--- config.mk ---
export PLATFORM = sky130hd
export DESIGN_NAME = qct_timer
export DESIGN_NICKNAME = d
export VERILOG_FILES = /design/src/hw/qct_pkg.sv /design/src/hw/qct_sticky_flag.sv /design/src/hw/qct_timer.sv
export SDC_FILE = /design/constraint.sdc
export NUM_CORES = 1
export LEC_CHECK = 0
export ABC_AREA = 1
export BUFFER_PORTS_ARGS = -buffer_cell sky130_fd_sc_hd__clkbuf_2
export CAP_MARGIN = 20
export CORE_AREA = 2 2 162 164
export DETAILED_ROUTE_END_ITERATION = 12
export DIE_AREA = 0 0 164 166
export GPL_TIMING_DRIVEN = 0
export PLACE_DENSITY_LB_ADDON = 0.05
export SLEW_MARGIN = 5
export SYNTH_ARGS = -nofsm -noshare
export SYNTH_HDL_FRONTEND = slang
export SYNTH_SLANG_ARGS = --single-unit
--- constraint.sdc ---
create_clock -name clk -period 3.22 [get_ports clk]
set_input_delay 0 -clock clk [delete_from_list [all_inputs] [get_ports clk]]
set_output_delay 0 -clock clk [all_outputs]
set_load 0.02 [all_outputs]
--- src/hw/qct_pkg.sv ---
package qct_pkg;

  // Counter geometry and reset values
  localparam int QCT_CNT_W = 16;
  localparam logic [15:0] QCT_CNT_RST = 16'h0000;
  localparam logic [15:0] QCT_GRA_RST = 16'hffff;
  localparam logic [15:0] QCT_MIDSCALE = 16'h8000;

  // Prescaler: widest division is 64, so six bits
  localparam int QCT_PRESC_W = 6;
  localparam logic [5:0] QCT_PRESC_RST = 6'h00;

  // Clock period; one count per system clock gives this resolution
  localparam int QCT_CLK_PERIOD_NS = 5;
  localparam int QCT_STEP_NS = QCT_CLK_PERIOD_NS * 1;

  // Counter clock source
  typedef enum logic [1:0] {
    QCT_CLK_DIV1 = 2'b00,
    QCT_CLK_DIV4 = 2'b01,
    QCT_CLK_DIV16 = 2'b10,
    QCT_CLK_DIV64 = 2'b11
  } qct_clk_sel_t;

  // Counter clear source
  typedef enum logic [1:0] {
    QCT_CLR_NONE = 2'b00,
    QCT_CLR_CH0_GRA = 2'b01,
    QCT_CLR_RSVD2 = 2'b10,
    QCT_CLR_RSVD3 = 2'b11
  } qct_clr_sel_t;

  // Channel 0 GRA function
  typedef enum logic [1:0] {
    QCT_IO0_COMPARE = 2'b00,
    QCT_IO0_CAP_RISE = 2'b01,
    QCT_IO0_CAP_FALL = 2'b10,
    QCT_IO0_CAP_BOTH = 2'b11
  } qct_io0_t;

  // Channel 1 counting mode
  typedef enum logic {
    QCT_MODE_NORMAL = 1'b0,
    QCT_MODE_PHASE1 = 1'b1
  } qct_mode_t;

  typedef struct packed {
    qct_clk_sel_t clk_sel;
    qct_clr_sel_t clr_sel;
  } qct_ctrl_t;

  typedef struct packed {
    logic gfa_en;
    logic unf_en;
    logic ovf_en;
  } qct_irq_en_t;

  typedef struct packed {
    logic gfa;
    logic unf;
    logic ovf;
  } qct_status_t;

  localparam qct_ctrl_t QCT_CTRL_RST = '{clk_sel: QCT_CLK_DIV1, clr_sel: QCT_CLR_NONE};

endpackage : qct_pkg

--- src/hw/qct_sticky_flag.sv ---
`timescale 1ns/100ps
`default_nettype none
module qct_sticky_flag
  import qct_pkg::*;
(
  // Clock and reset
  input wire logic clk,
  input wire logic rst,
  // Event and software access
  input wire logic set_evt,
  input wire logic sw_rd,
  input wire logic sw_wr,
  input wire logic sw_wval,
  // Flag state
  output logic flag
);

  logic flag_reg;
  logic flag_next;
  logic armed_reg;
  logic armed_next;
  wire clr_ok;

  ////////////////////////////////////////////////////////////////////////
  // read-one then zero
  assign clr_ok = sw_wr && !sw_wval && armed_reg;
  // Set beats a same-cycle clear so no event is lost
  assign flag_next = set_evt ? 1'b1 : (clr_ok ? 1'b0 : flag_reg);
  // Any write disarms; a read that sees one arms
  assign armed_next = sw_wr ? 1'b0 : ((sw_rd && flag_reg) ? 1'b1 : armed_reg);

  always_ff @(posedge clk)
  begin
    if (rst)
    begin
      flag_reg <= 1'b0;
      armed_reg <= 1'b0;
    end
    else
    begin
      flag_reg <= flag_next;
      armed_reg <= armed_next;
    end
  end

  assign flag = flag_reg;
endmodule : qct_sticky_flag
`default_nettype wire

--- src/hw/qct_timer.sv ---
`timescale 1ns/100ps
`default_nettype none
module qct_timer
  import qct_pkg::*;
#(
  parameter int CNT_W = QCT_CNT_W
)
(
  // Clock and reset
  input wire logic clk,
  input wire logic rst,
  // Unit and channel run control
  input wire logic module_stop_control,
  input wire logic [1:0] counter_start_reg,
  // Channel configuration
  input wire qct_ctrl_t ch0_control_reg,
  input wire qct_ctrl_t ch1_control_reg,
  input wire qct_io0_t ch0_io_control,
  input wire logic ch1_io_control,
  input wire qct_mode_t ch1_mode_reg,
  input wire qct_irq_en_t ch0_irq_enable,
  input wire qct_irq_en_t ch1_irq_enable,
  // Software writes and status reads
  input wire logic ch0_cnt_wr,
  input wire logic ch1_cnt_wr,
  input wire logic ch0_gra_wr,
  input wire logic [CNT_W-1:0] sw_wdata,
  input wire logic ch0_status_rd,
  input wire logic ch1_status_rd,
  input wire logic ch0_status_wr,
  input wire logic ch1_status_wr,
  input wire qct_status_t status_wdata,
  // Pins
  input wire logic enc_phase_a_in,
  input wire logic enc_phase_b_in,
  input wire logic ch0_pin_a,
  // State seen by software
  output logic [CNT_W-1:0] ch0_counter,
  output logic [CNT_W-1:0] ch1_counter,
  output logic [CNT_W-1:0] ch0_general_reg_a,
  output logic [CNT_W-1:0] ch1_general_reg_a,
  output qct_status_t ch0_status,
  output qct_status_t ch1_status,
  // Interrupt requests
  output logic ch0_match_a_irq,
  output logic ch0_ovf_irq,
  output logic ch1_match_a_irq,
  output logic ch1_ovf_irq,
  output logic ch1_unf_irq
);

  ////////////////////////////////////////////////////////////////////////
  // Parameter check
  // Reset constants are sixteen bits wide, so wider counters cannot be served
  if (CNT_W < 8 || CNT_W > 16)
  begin : g_bad_width
    $error("qct_timer: CNT_W must be 8 to 16");
  end

  localparam logic [CNT_W-1:0] ONES = {CNT_W{1'b1}};
  localparam logic [CNT_W-1:0] ONE = {{(CNT_W-1){1'b0}}, 1'b1};

  logic [QCT_PRESC_W-1:0] presc_reg;
  logic [CNT_W-1:0] cnt0_reg;
  logic [CNT_W-1:0] cnt1_reg;
  logic [CNT_W-1:0] gra0_reg;
  logic [CNT_W-1:0] gra1_reg;
  logic enc_a_reg;
  logic enc_b_reg;
  logic pin_reg;
  logic irq0_gfa_reg;
  logic irq0_ovf_reg;
  logic irq1_gfa_reg;
  logic irq1_ovf_reg;
  logic irq1_unf_reg;
  qct_status_t st0;
  qct_status_t st1;
  logic f0_gfa;
  logic f0_ovf;
  logic f1_gfa;
  logic f1_ovf;
  logic f1_unf;
  logic [CNT_W-1:0] cnt0_next;
  logic [CNT_W-1:0] cnt1_next;

  ////////////////////////////////////////////////////////////////////////
  // Prescaler taps, one-cycle enables
  wire active = !module_stop_control;
  wire tick_d4 = (presc_reg[1:0] == 2'h3);
  wire tick_d16 = (presc_reg[3:0] == 4'hf);
  wire tick_d64 = (presc_reg == 6'h3f);

  function automatic logic pick_tick(input qct_clk_sel_t sel, input logic t4,
                                     input logic t16, input logic t64);
    logic t;
    unique case (sel)
      QCT_CLK_DIV1: t = 1'b1;
      QCT_CLK_DIV4: t = t4;
      QCT_CLK_DIV16: t = t16;
      QCT_CLK_DIV64: t = t64;
    endcase
    return t;
  endfunction : pick_tick

  // start bits gate counting; stop holds all
  wire run0 = active && counter_start_reg[0];
  wire run1 = active && counter_start_reg[1];
  // DIV1 advances once per system clock
  wire tick0 = run0 && pick_tick(ch0_control_reg.clk_sel, tick_d4, tick_d16, tick_d64);

  ////////////////////////////////////////////////////////////////////////
  // Channel 0 compare match and input capture
  wire ch0_is_cmp = (ch0_io_control == QCT_IO0_COMPARE);
  // match is internal only, no pin is driven
  wire ch0_match = active && ch0_is_cmp && tick0 && (cnt0_reg == gra0_reg);
  wire pin_rise = ch0_pin_a && !pin_reg;
  wire pin_fall = !ch0_pin_a && pin_reg;
  wire cap_edge = (ch0_io_control == QCT_IO0_CAP_RISE) ? pin_rise :
                  (ch0_io_control == QCT_IO0_CAP_FALL) ? pin_fall :
                  (ch0_io_control == QCT_IO0_CAP_BOTH) ? (pin_rise || pin_fall) : 1'b0;
  // capture only while the unit is awake
  wire ch0_cap = active && cap_edge;
  // Match or capture on GRA both count as the GRA event
  wire ch0_gra_evt = ch0_match || ch0_cap;
  // ch0 GRA as clear source; capture clears ch0 too, ch1 clears on ch0 match only
  wire clr0 = (ch0_control_reg.clr_sel == QCT_CLR_CH0_GRA) && ch0_gra_evt;
  wire clr1 = (ch1_control_reg.clr_sel == QCT_CLR_CH0_GRA) && ch0_match;
  wire ovf0 = tick0 && !clr0 && (cnt0_reg == ONES);

  ////////////////////////////////////////////////////////////////////////
  // Channel 1 phase decode
  wire phase_mode = (ch1_mode_reg == QCT_MODE_PHASE1);
  wire a_chg = enc_phase_a_in ^ enc_a_reg;
  wire b_chg = enc_phase_b_in ^ enc_b_reg;
  // B leading A counts up, A leading B counts down
  wire enc_up = (a_chg && (enc_phase_a_in ^ enc_phase_b_in) == 1'b1 ? 1'b0 : a_chg) ||
                (b_chg && (enc_phase_a_in ^ enc_phase_b_in));
  wire enc_dn = (a_chg && (enc_phase_a_in ^ enc_phase_b_in)) ||
                (b_chg && !(enc_phase_a_in ^ enc_phase_b_in));
  // Both pins moving at once has no defined direction and is dropped
  wire enc_ok = !(a_chg && b_chg);
  // phase mode uses encoder edges in place of the prescaler
  wire up1 = run1 && (phase_mode ? (enc_ok && enc_up) :
             pick_tick(ch1_control_reg.clk_sel, tick_d4, tick_d16, tick_d64));
  wire dn1 = run1 && phase_mode && enc_ok && enc_dn;
  wire ovf1 = up1 && !clr1 && (cnt1_reg == ONES);
  wire unf1 = dn1 && !clr1 && (cnt1_reg == '0);
  // ch1 captures on ch0 compare match
  wire cap1 = ch1_io_control && ch0_match;

  ////////////////////////////////////////////////////////////////////////
  // Counter next values: software write, then clear, then count
  always_comb
  begin
    cnt0_next = cnt0_reg;
    cnt1_next = cnt1_reg;
    if (active && ch0_cnt_wr)
      cnt0_next = sw_wdata;
    else if (clr0)
      cnt0_next = '0;
    else if (tick0)
      cnt0_next = cnt0_reg + ONE;
    if (active && ch1_cnt_wr)
      cnt1_next = sw_wdata;
    else if (clr1)
      cnt1_next = '0;
    else if (up1)
      cnt1_next = cnt1_reg + ONE;
    else if (dn1)
      cnt1_next = cnt1_reg - ONE;
  end

  // Counters, prescaler and pin history
  always_ff @(posedge clk)
  begin
    if (rst)
    begin
      presc_reg <= QCT_PRESC_RST;
      cnt0_reg <= QCT_CNT_RST[CNT_W-1:0];
      cnt1_reg <= QCT_CNT_RST[CNT_W-1:0];
      enc_a_reg <= 1'b0;
      enc_b_reg <= 1'b0;
      pin_reg <= 1'b0;
    end
    else
    begin
      presc_reg <= active ? presc_reg + 6'h01 : presc_reg;
      cnt0_reg <= cnt0_next;
      cnt1_reg <= cnt1_next;
      enc_a_reg <= enc_phase_a_in;
      enc_b_reg <= enc_phase_b_in;
      pin_reg <= ch0_pin_a;
    end
  end

  // General registers; a capture beats a software write
  always_ff @(posedge clk)
  begin
    if (rst)
    begin
      gra0_reg <= QCT_GRA_RST[CNT_W-1:0];
      gra1_reg <= QCT_GRA_RST[CNT_W-1:0];
    end
    else
    begin
      if (ch0_cap)
        gra0_reg <= cnt0_reg;
      else if (active && ch0_gra_wr)
        gra0_reg <= sw_wdata;
      if (cap1)
        gra1_reg <= cnt1_reg;
    end
  end

  ////////////////////////////////////////////////////////////////////////
  // Status flags
  // capture sets ch0 flag; events to status
  qct_sticky_flag u_f0_gfa (.clk(clk), .rst(rst), .set_evt(ch0_gra_evt),
    .sw_rd(ch0_status_rd), .sw_wr(ch0_status_wr), .sw_wval(status_wdata.gfa),
    .flag(f0_gfa));
  qct_sticky_flag u_f0_ovf (.clk(clk), .rst(rst), .set_evt(ovf0),
    .sw_rd(ch0_status_rd), .sw_wr(ch0_status_wr), .sw_wval(status_wdata.ovf),
    .flag(f0_ovf));
  qct_sticky_flag u_f1_gfa (.clk(clk), .rst(rst), .set_evt(cap1),
    .sw_rd(ch1_status_rd), .sw_wr(ch1_status_wr), .sw_wval(status_wdata.gfa),
    .flag(f1_gfa));
  qct_sticky_flag u_f1_ovf (.clk(clk), .rst(rst), .set_evt(ovf1),
    .sw_rd(ch1_status_rd), .sw_wr(ch1_status_wr), .sw_wval(status_wdata.ovf),
    .flag(f1_ovf));
  qct_sticky_flag u_f1_unf (.clk(clk), .rst(rst), .set_evt(unf1),
    .sw_rd(ch1_status_rd), .sw_wr(ch1_status_wr), .sw_wval(status_wdata.unf),
    .flag(f1_unf));
  // Gather flags into one driver per status word; channel 0 counts up only
  assign st0 = '{gfa: f0_gfa, unf: 1'b0, ovf: f0_ovf};
  assign st1 = '{gfa: f1_gfa, unf: f1_unf, ovf: f1_ovf};

  ////////////////////////////////////////////////////////////////////////
  // Interrupt requests, registered so outputs come from flops
  always_ff @(posedge clk)
  begin
    if (rst)
    begin
      irq0_gfa_reg <= 1'b0;
      irq0_ovf_reg <= 1'b0;
      irq1_gfa_reg <= 1'b0;
      irq1_ovf_reg <= 1'b0;
      irq1_unf_reg <= 1'b0;
    end
    else
    begin
      // per-flag enables; capture reaches match-A request
      irq0_gfa_reg <= st0.gfa && ch0_irq_enable.gfa_en;
      irq0_ovf_reg <= st0.ovf && ch0_irq_enable.ovf_en;
      irq1_gfa_reg <= st1.gfa && ch1_irq_enable.gfa_en;
      irq1_ovf_reg <= st1.ovf && ch1_irq_enable.ovf_en;
      irq1_unf_reg <= st1.unf && ch1_irq_enable.unf_en;
    end
  end

  // Outputs
  assign ch0_counter = cnt0_reg;
  assign ch1_counter = cnt1_reg;
  assign ch0_general_reg_a = gra0_reg;
  assign ch1_general_reg_a = gra1_reg;
  assign ch0_status = st0;
  assign ch1_status = st1;
  assign ch0_match_a_irq = irq0_gfa_reg;
  assign ch0_ovf_irq = irq0_ovf_reg;
  assign ch1_match_a_irq = irq1_gfa_reg;
  assign ch1_ovf_irq = irq1_ovf_reg;
  assign ch1_unf_irq = irq1_unf_reg;

  wire quiet1 = !ch1_cnt_wr && !clr1;
endmodule : qct_timer
`default_nettype wire

==> flow_summary_export.csv, run 1 <==
group,metric,value,unit
clock_tree,clock_latency,0.36,ns
sta,drv_slew,0,
finish,fill_cells,2918,
drt,vias_per_cell,4.44,
drt,drc,0,
power,seqPwrFrac,34.5,%
logic_synthesis,syn_nets,1075,
place,gp_congestion,0.814,
drt,firstDrtPassIters,7,
logic_synthesis,yosysTopAreaCell,"dfxtp_1",
clock_tree,clockBufferDepth,2,
place,io_buffers,123,
grt,grt_overflow,0,
logic_synthesis,synth_xor_area_share,2.63,%
power,power.density,463,nW/um2
die,die_y,166,um
worst_hold_path,hold_path_end,"ch1_counter[3]",
grt,grt.total_usage,18.8,%
drt,routedWlPerCell,16.7,um
finish,diodes,0,
logic_synthesis,synth_top_family_by_area,"simple AND/OR/NAND/NOR gates",
logic_synthesis,synth-simple-area-share,41.4,%
drt,ant_nets,0,
logic_synthesis,ys.flop_type,"dfxtp_1",
worst_setup_path,crit_arrival,3.25,ns
logic_synthesis,avgSynthCellArea,6.30,um2
logic_synthesis,synth_most_common_cell,"nand2_1",
sta,setup_viol,0,
power,pwr-share-clk,30.2,%
clock_tree,h-tree-depth,3,
run_status,run_status,"finished, final reports clean",
logic_synthesis,synthAdderAreaFrac,4.28,%
drt,drt-initial-drc-count,392,
place,dp_hpwl,20200,um
finish,area_growth,26.4,%
grt,grt_max_degree,27,
sta,fin_crit,2.99,ns
logic_synthesis,syn_area,6320,um2
worst_setup_path,crit_path_end_kind,"register",
sta,fin_skew,0.00993,ns
flow_run,cap_violations,0,
logic_synthesis,ys_seq_area_share,27.9,%
worst_setup_path,r2r-end,"ch1_counter[9]",
worst_setup_path,worstSetupStartpointType,"register",
die,dieArea,27200,um2
logic_synthesis,ys_ff_latch,88,
clock_tree,cts_buffers,9,
clock_tree,clock-root-buffer,"clkbuf_16",
logic_synthesis,synth_compound_area_share,11.7,%
finish,fin_nets,1233,
power,p_sw,1.52,mW
drt,drt_wl_total,25000,um
worst_setup_path,critPathMaxFanout,26,
worst_setup_path,r2r_start,"presc_reg[1]",
finish,drive_above_1_share,23.6,%
power,p_sw_share,41.1,%
clock_tree,clock_sinks,88,
grt,grt_first_pass_wirelength,39000,um
sta,worst_slew_pin_slew,0.805,ns
worst_hold_path,worst_hold_startpoint,"sw_wdata[3]",
worst_hold_path,min_path_cells,5,
place,place_ws,-0.354,ns
logic_synthesis,synth_area_leaders,"dfxtp_1, nand2_1, inv_1, nor2_1, nand3_1",
power,ir_worst_vdd,0.244,mV
finish,layout.area.seq,1760,um2
finish,multi_input_area,3870,um2
logic_synthesis,async_reset_ff_share,0,%
grt,first_global_vias,6737,
logic_synthesis,yosysTopAreaCellShare,27.9,%
drt,vias,6659,
logic_synthesis,synth-edff-count,0,
sta,fmax,334,MHz
worst_hold_path,hold_path.class,"input pin to register",
logic_synthesis,netlist_instances,1002,
worst_setup_path,required,3.48,ns
sta,post-route-period-util,93.0,%
sta,holdWs,0.0115,ns
die,core-area,25600,um2
clock_tree,cts_tree,"done",
power,p_leak,4.14,nW
clock_tree,cts.clk_slew.worst_paths,0.08,ns
worst_setup_path,worstSetupPathType,"register to register",
sta,finalHoldViolations,0,
clock_tree,post-cts-setup-buffers,0,
sta,layout_setup_ws,0.225,ns
logic_synthesis,ys_warn_count,0,
die,rows,59,
worst_setup_path,r2r_slack,0.23,ns
power,p_comb_share,35.3,%
logic_synthesis,yosys-mux-area-fraction,0,%
power,intPower,2.18,mW
logic_synthesis,ys_types,43,
power,power,3.70,mW
logic_synthesis,synth_commonest_cells,"nand2_1, inv_1, nor2_1",
die,ios,127,
grt,antenna_found_initial,0,
die,die_w,164,um
worst_setup_path,r2r_cells,19,
die,initial_core_util,24.7,%
sta,slew_headroom,46.3,%
-- worst max-delay path by stage --
stage               cells after the start         start  slack, ns               to
floorplan                              21  presc_reg[0]       0.40  ch1_counter[13]
global placement                       21  presc_reg[0]      -0.36  ch1_counter[13]
detailed placement                     21  presc_reg[0]      -0.35  ch1_counter[13]
CTS                                    21  presc_reg[0]       0.01  ch1_counter[13]
global route                           21  presc_reg[1]     -0.007  ch1_counter[13]
finish                                 19  presc_reg[1]       0.23   ch1_counter[9]
-- cells by family after synthesis --
logic type | Yosys count
flops | 88
buf+inv | 176
compound gates | 117
other cells | 1
simple gates | 580
xor+xnor | 19
fa+ha+maj | 21
-- critical path, cell delays in order (launching register included) --
cell	delay, ns
dfxtp_1	0.39
ha_4	0.17
nand2_1	0.08
nor2_2	0.10
nand2_1	0.06
nand2_1	0.10
nand3_4	0.12
nand2_4	0.11
inv_2	0.10
buf_12	0.18
ha_1	0.38
nand2_1	0.14
nor2_2	0.22
nand3_1	0.14
nand4_1	0.12
nand2_1	0.10
nand3_1	0.10
nand2_1	0.06
nor2_1	0.14
nor2_1	0.05
-- area by class of cell --
class | instances | area share (%)
Buffer | 42 | 3.45
Clock inverter | 7 | 0.878
Inverter | 134 | 6.30
Multi-Input combinational cell | 738 | 48.5
Clock buffer | 9 | 2.82
Timing Repair Buffer | 147 | 10.7
Tap cell | 335 | 5.25
Sequential cell | 88 | 22.1
-- per-stage QoR --
stage / instance area (um2) / TNS, ns / util, % / cells
after CTS: 7910 / 0 / 30.9 / 1500
after floorplan: 6320 / 0 / - / 1002
after detailed placement: 7350 / -2.40 / 28.7 / 1460
after global placement: 7350 / -2.58 / 28.7 / 1460
final: 7980 / 0 / 31.2 / 1500
after global routing: 7980 / -0.0141 / 31.2 / 1500
-- power by group through the flow --
stage | sequential (mW) | clock (mW) | combinational [mW]
detailed placement | 1.30 | 0 | 1.26
CTS | 1.28 | 1.17 | 1.30
finish | 1.27 | 1.12 | 1.30
global route | 1.29 | 1.19 | 1.48
global placement | 1.30 | 0 | 1.27
floorplan | 1.33 | 0 | 0.815
-- repair_timing --
action / CTS / global route
gates resized for setup: 7 / 16
pin swaps: 0 / 0
endpoints found under the setup margin: 12 / 11
hold buffers: 24 / 0
endpoints found under the hold margin: 24 / 0
-- placed cells by master, fill, tap and decap left out, drive strengths merged --
master         n
a21oi         51
a31oi          1
and2           2
buf           28
clkbuf       146
clkinv         1
clkinvlp       1
conb           1
dfxtp         88
dlygate4sd3   24
fa             1
ha            20
inv          139
nand2        315
nand3         76
nand3b         4
nand4         31
nor2         127
nor3          21
nor4           1
o2111ai        2
o211ai        17
o21a           1
o21ai         44
o22ai          1
or2            3
xnor2          8
xor2          11
-- per-layer routing --
layer | part of all wire, % | routed length, um | GRT usage [%]
met3 | 2.5 | 625 | 2.57
met5 | 0 | 0 | 0
met1 | 45 | 11300 | 23.4
met2 | 51 | 12700 | 34.2
met4 | 1.4 | 351 | 4.27
Note: power is estimated with default switching activity, not from simulation.
==> run 2: changes to the inputs <==
- BUFFER_PORTS_ARGS: -buffer_cell sky130_fd_sc_hd__clkbuf_2 -> default
- CORE_AREA: 2 2 162 164 -> 2 2 122 124
- DIE_AREA: 0 0 164 166 -> 0 0 124 126
- DONT_BUFFER_PORTS: default -> 1
- SETUP_SLACK_MARGIN: default -> 0.4
==> run 2 against run 1 <==
- combinational power down 5%
- sequential share of layout area up 0.85 points
- cell count down 17%
- clock skew down 0.0012 ns
- clock-buffer cell count unchanged
- clock power up 8%
- worst hold slack better by 0.0051 ns
- flip-flop and latch count unchanged
- fmax up 12%
- critical endpoint is now ch1_counter[12]
- setup slack better by 0.32 ns
- design area down 3.5%
==> flow_summary_export.csv, run 2 (synthesis gave the netlist of run 1 again) <==
group,metric,value,unit
run_status,run_status,"finished, final reports clean",
drt,drc,0,
worst_setup_path,worstSetupStartpointType,"register",
worst_setup_path,crit_path_end_kind,"register",
worst_hold_path,worst_hold_startpoint,"ch0_status_wr",
grt,grt_first_pass_wirelength,32800,um
clock_tree,h-tree-depth,3,
clock_tree,cts_buffers,9,
die,core-area,14300,um2
grt,grt_max_degree,27,
drt,ant_nets,0,
finish,final_common_cell,"nand2_1",
grt,grt_overflow,0,
sta,fmax,374,MHz
drt,drt-initial-drc-count,394,
die,die_w,124,um
clock_tree,cts.clk_slew.worst_paths,0.07,ns
sta,post-route-period-util,83.1,%
worst_setup_path,path_common_cell,"nand2_2",
finish,area_growth,22.0,%
clock_tree,cts_tree,"done",
place,postPlaceCellArea,6550,um2
finish,final_core_util,53.8,%
sta,slew_headroom,49.5,%
worst_setup_path,crit_arrival,2.92,ns
clock_tree,clockBufferDepth,2,
grt,antenna_found_initial,0,
worst_setup_path,worstSetupPathType,"register to register",
worst_setup_path,required,3.46,ns
die,initial_core_util,44.1,%
drt,vias,6481,
place,place_ws,-0.237,ns
drt,vias_per_cell,5.19,
sta,rsz0062_at_grt,"yes",
power,p_leak,3.78,nW
drt,drt_wl_total,21200,um
power,power.density,494,nW/um2
power,ir_worst_vdd,0.264,mV
die,dieArea,15600,um2
worst_setup_path,critPathMaxStageDelay,0.38,ns
worst_setup_path,r2r_start,"presc_reg[0]",
flow_run,cap_violations,0,
power,power,3.81,mW
place,dp_hpwl,16300,um
finish,final_cell_mix,"nand2_1, inv_1, nor2_1",
finish,diodes,0,
clock_tree,clock_latency,0.35,ns
sta,setup_viol,0,
sta,worst_slew_pin_slew,0.758,ns
place,dp_cells,1186,
worst_hold_path,min_path_cells,4,
die,die_y,126,um
clock_tree,clock-root-buffer,"clkbuf_16",
grt,first_global_vias,6237,
worst_setup_path,cpMaxStageDelayCell,"fa_2",
sta,layout_setup_ws,0.545,ns
worst_setup_path,r2r-end,"ch1_counter[12]",
worst_setup_path,critPathMaxFanout,7,
drt,routedWlPerCell,17.0,um
worst_setup_path,critPathBufInv,3,
place,gp_congestion,0.900,
die,rows,44,
sta,finalHoldViolations,0,
worst_hold_path,hold_path.class,"input pin to register",
worst_hold_path,hold_path_end,"u_f0_gfa.flag",
sta,drv_slew,0,
finish,instances_no_fill,1248,
finish,drive_above_1_share,18.8,%
worst_setup_path,critical_path.top_delay_family,"simple AND/OR/NAND/NOR gates",
worst_setup_path,crit_chain,"ha_4, nand2_2, nor2_4, nand2_2, nand2_2, nand3_4, nand2_4, clkinv_8, buf_12, fa_2, nand3_1, nand3_2, nand3_2, nand4_1, nand2_1, inv_1, nand2_1, nor2_1, nor2_2, nor2_1",
sta,fin_skew,0.00873,ns
worst_setup_path,r2r_cells,20,
place,io_buffers,0,
grt,grt.total_usage,27.2,%
sta,fin_crit,2.68,ns
finish,fin_nets,1132,
die,ios,127,
worst_setup_path,r2r_slack,0.54,ns
drt,firstDrtPassIters,7,
clock_tree,clock_sinks,88,
finish,fin_area,7700,um2
[run 2: how the worst max path moves through the flow]
stage | start | endpoint | slack [ns] | cells past startpoint
after detailed placement | presc_reg[0] | ch1_counter[13] | -0.24 | 21
after global placement | presc_reg[0] | ch1_counter[13] | -0.25 | 21
after floorplan | presc_reg[0] | ch1_counter[13] | 0.40 | 21
after CTS | presc_reg[0] | ch1_counter[13] | 0.39 | 21
after global routing | presc_reg[0] | ch1_counter[14] | 0.35 | 21
final | presc_reg[0] | ch1_counter[12] | 0.54 | 20
[run 2: worst min-delay path: stages]
cell      delay (ns)
nand3b_1        0.07
a21oi_1         0.13
or2_1           0.10
inv_1           0.03
[run 2: power by group]
part | internal, mW | switching (mW)
logic | 0.483 | 0.750
clock network | 0.698 | 0.510
registers | 1.16 | 0.207
total | 2.34 | 1.47
[run 2: per-stage QoR]
step	setup TNS, ns	hold WS [ns]
2_1_floorplan	0	0.117
3_3_place_gp	-1.29	0.127
3_5_place_dp	-1.12	0.126
4_1_cts	0	0.00542
5_1_grt	0	0.0723
6_report	0	0.0166
[run 2: repair_timing]
item | in CTS | in global routing
gates cloned | 0 | 2
endpoints found under the hold margin | 68 | 0
buffers inserted | 2 | 6
hold buffers | 36 | 0
resized for setup | 21 | 53
pin swaps | 2 | 15
endpoints found under the setup margin | 13 | 12
[run 2: area by class of cell]
class	count	area [um2]
plain buffers	42	275
fillers	1531	6610
inverters	134	515
well taps	184	230
repair buffers	46	470
multi-input cells	738	4110
clock buffers	9	225
clock inverters	7	108
flip-flops and latches	88	1770
[run 2: routing by layer]
layer / vias to the layer above / routed length (um) / track usage (%)
met5: - / 0 / 0
li1: 3310 / - / -
met1: 2921 / 8740 / 33.4
met4: 0 / 776 / 10.6
met2: 194 / 10500 / 46.6
met3: 56 / 1220 / 5.07
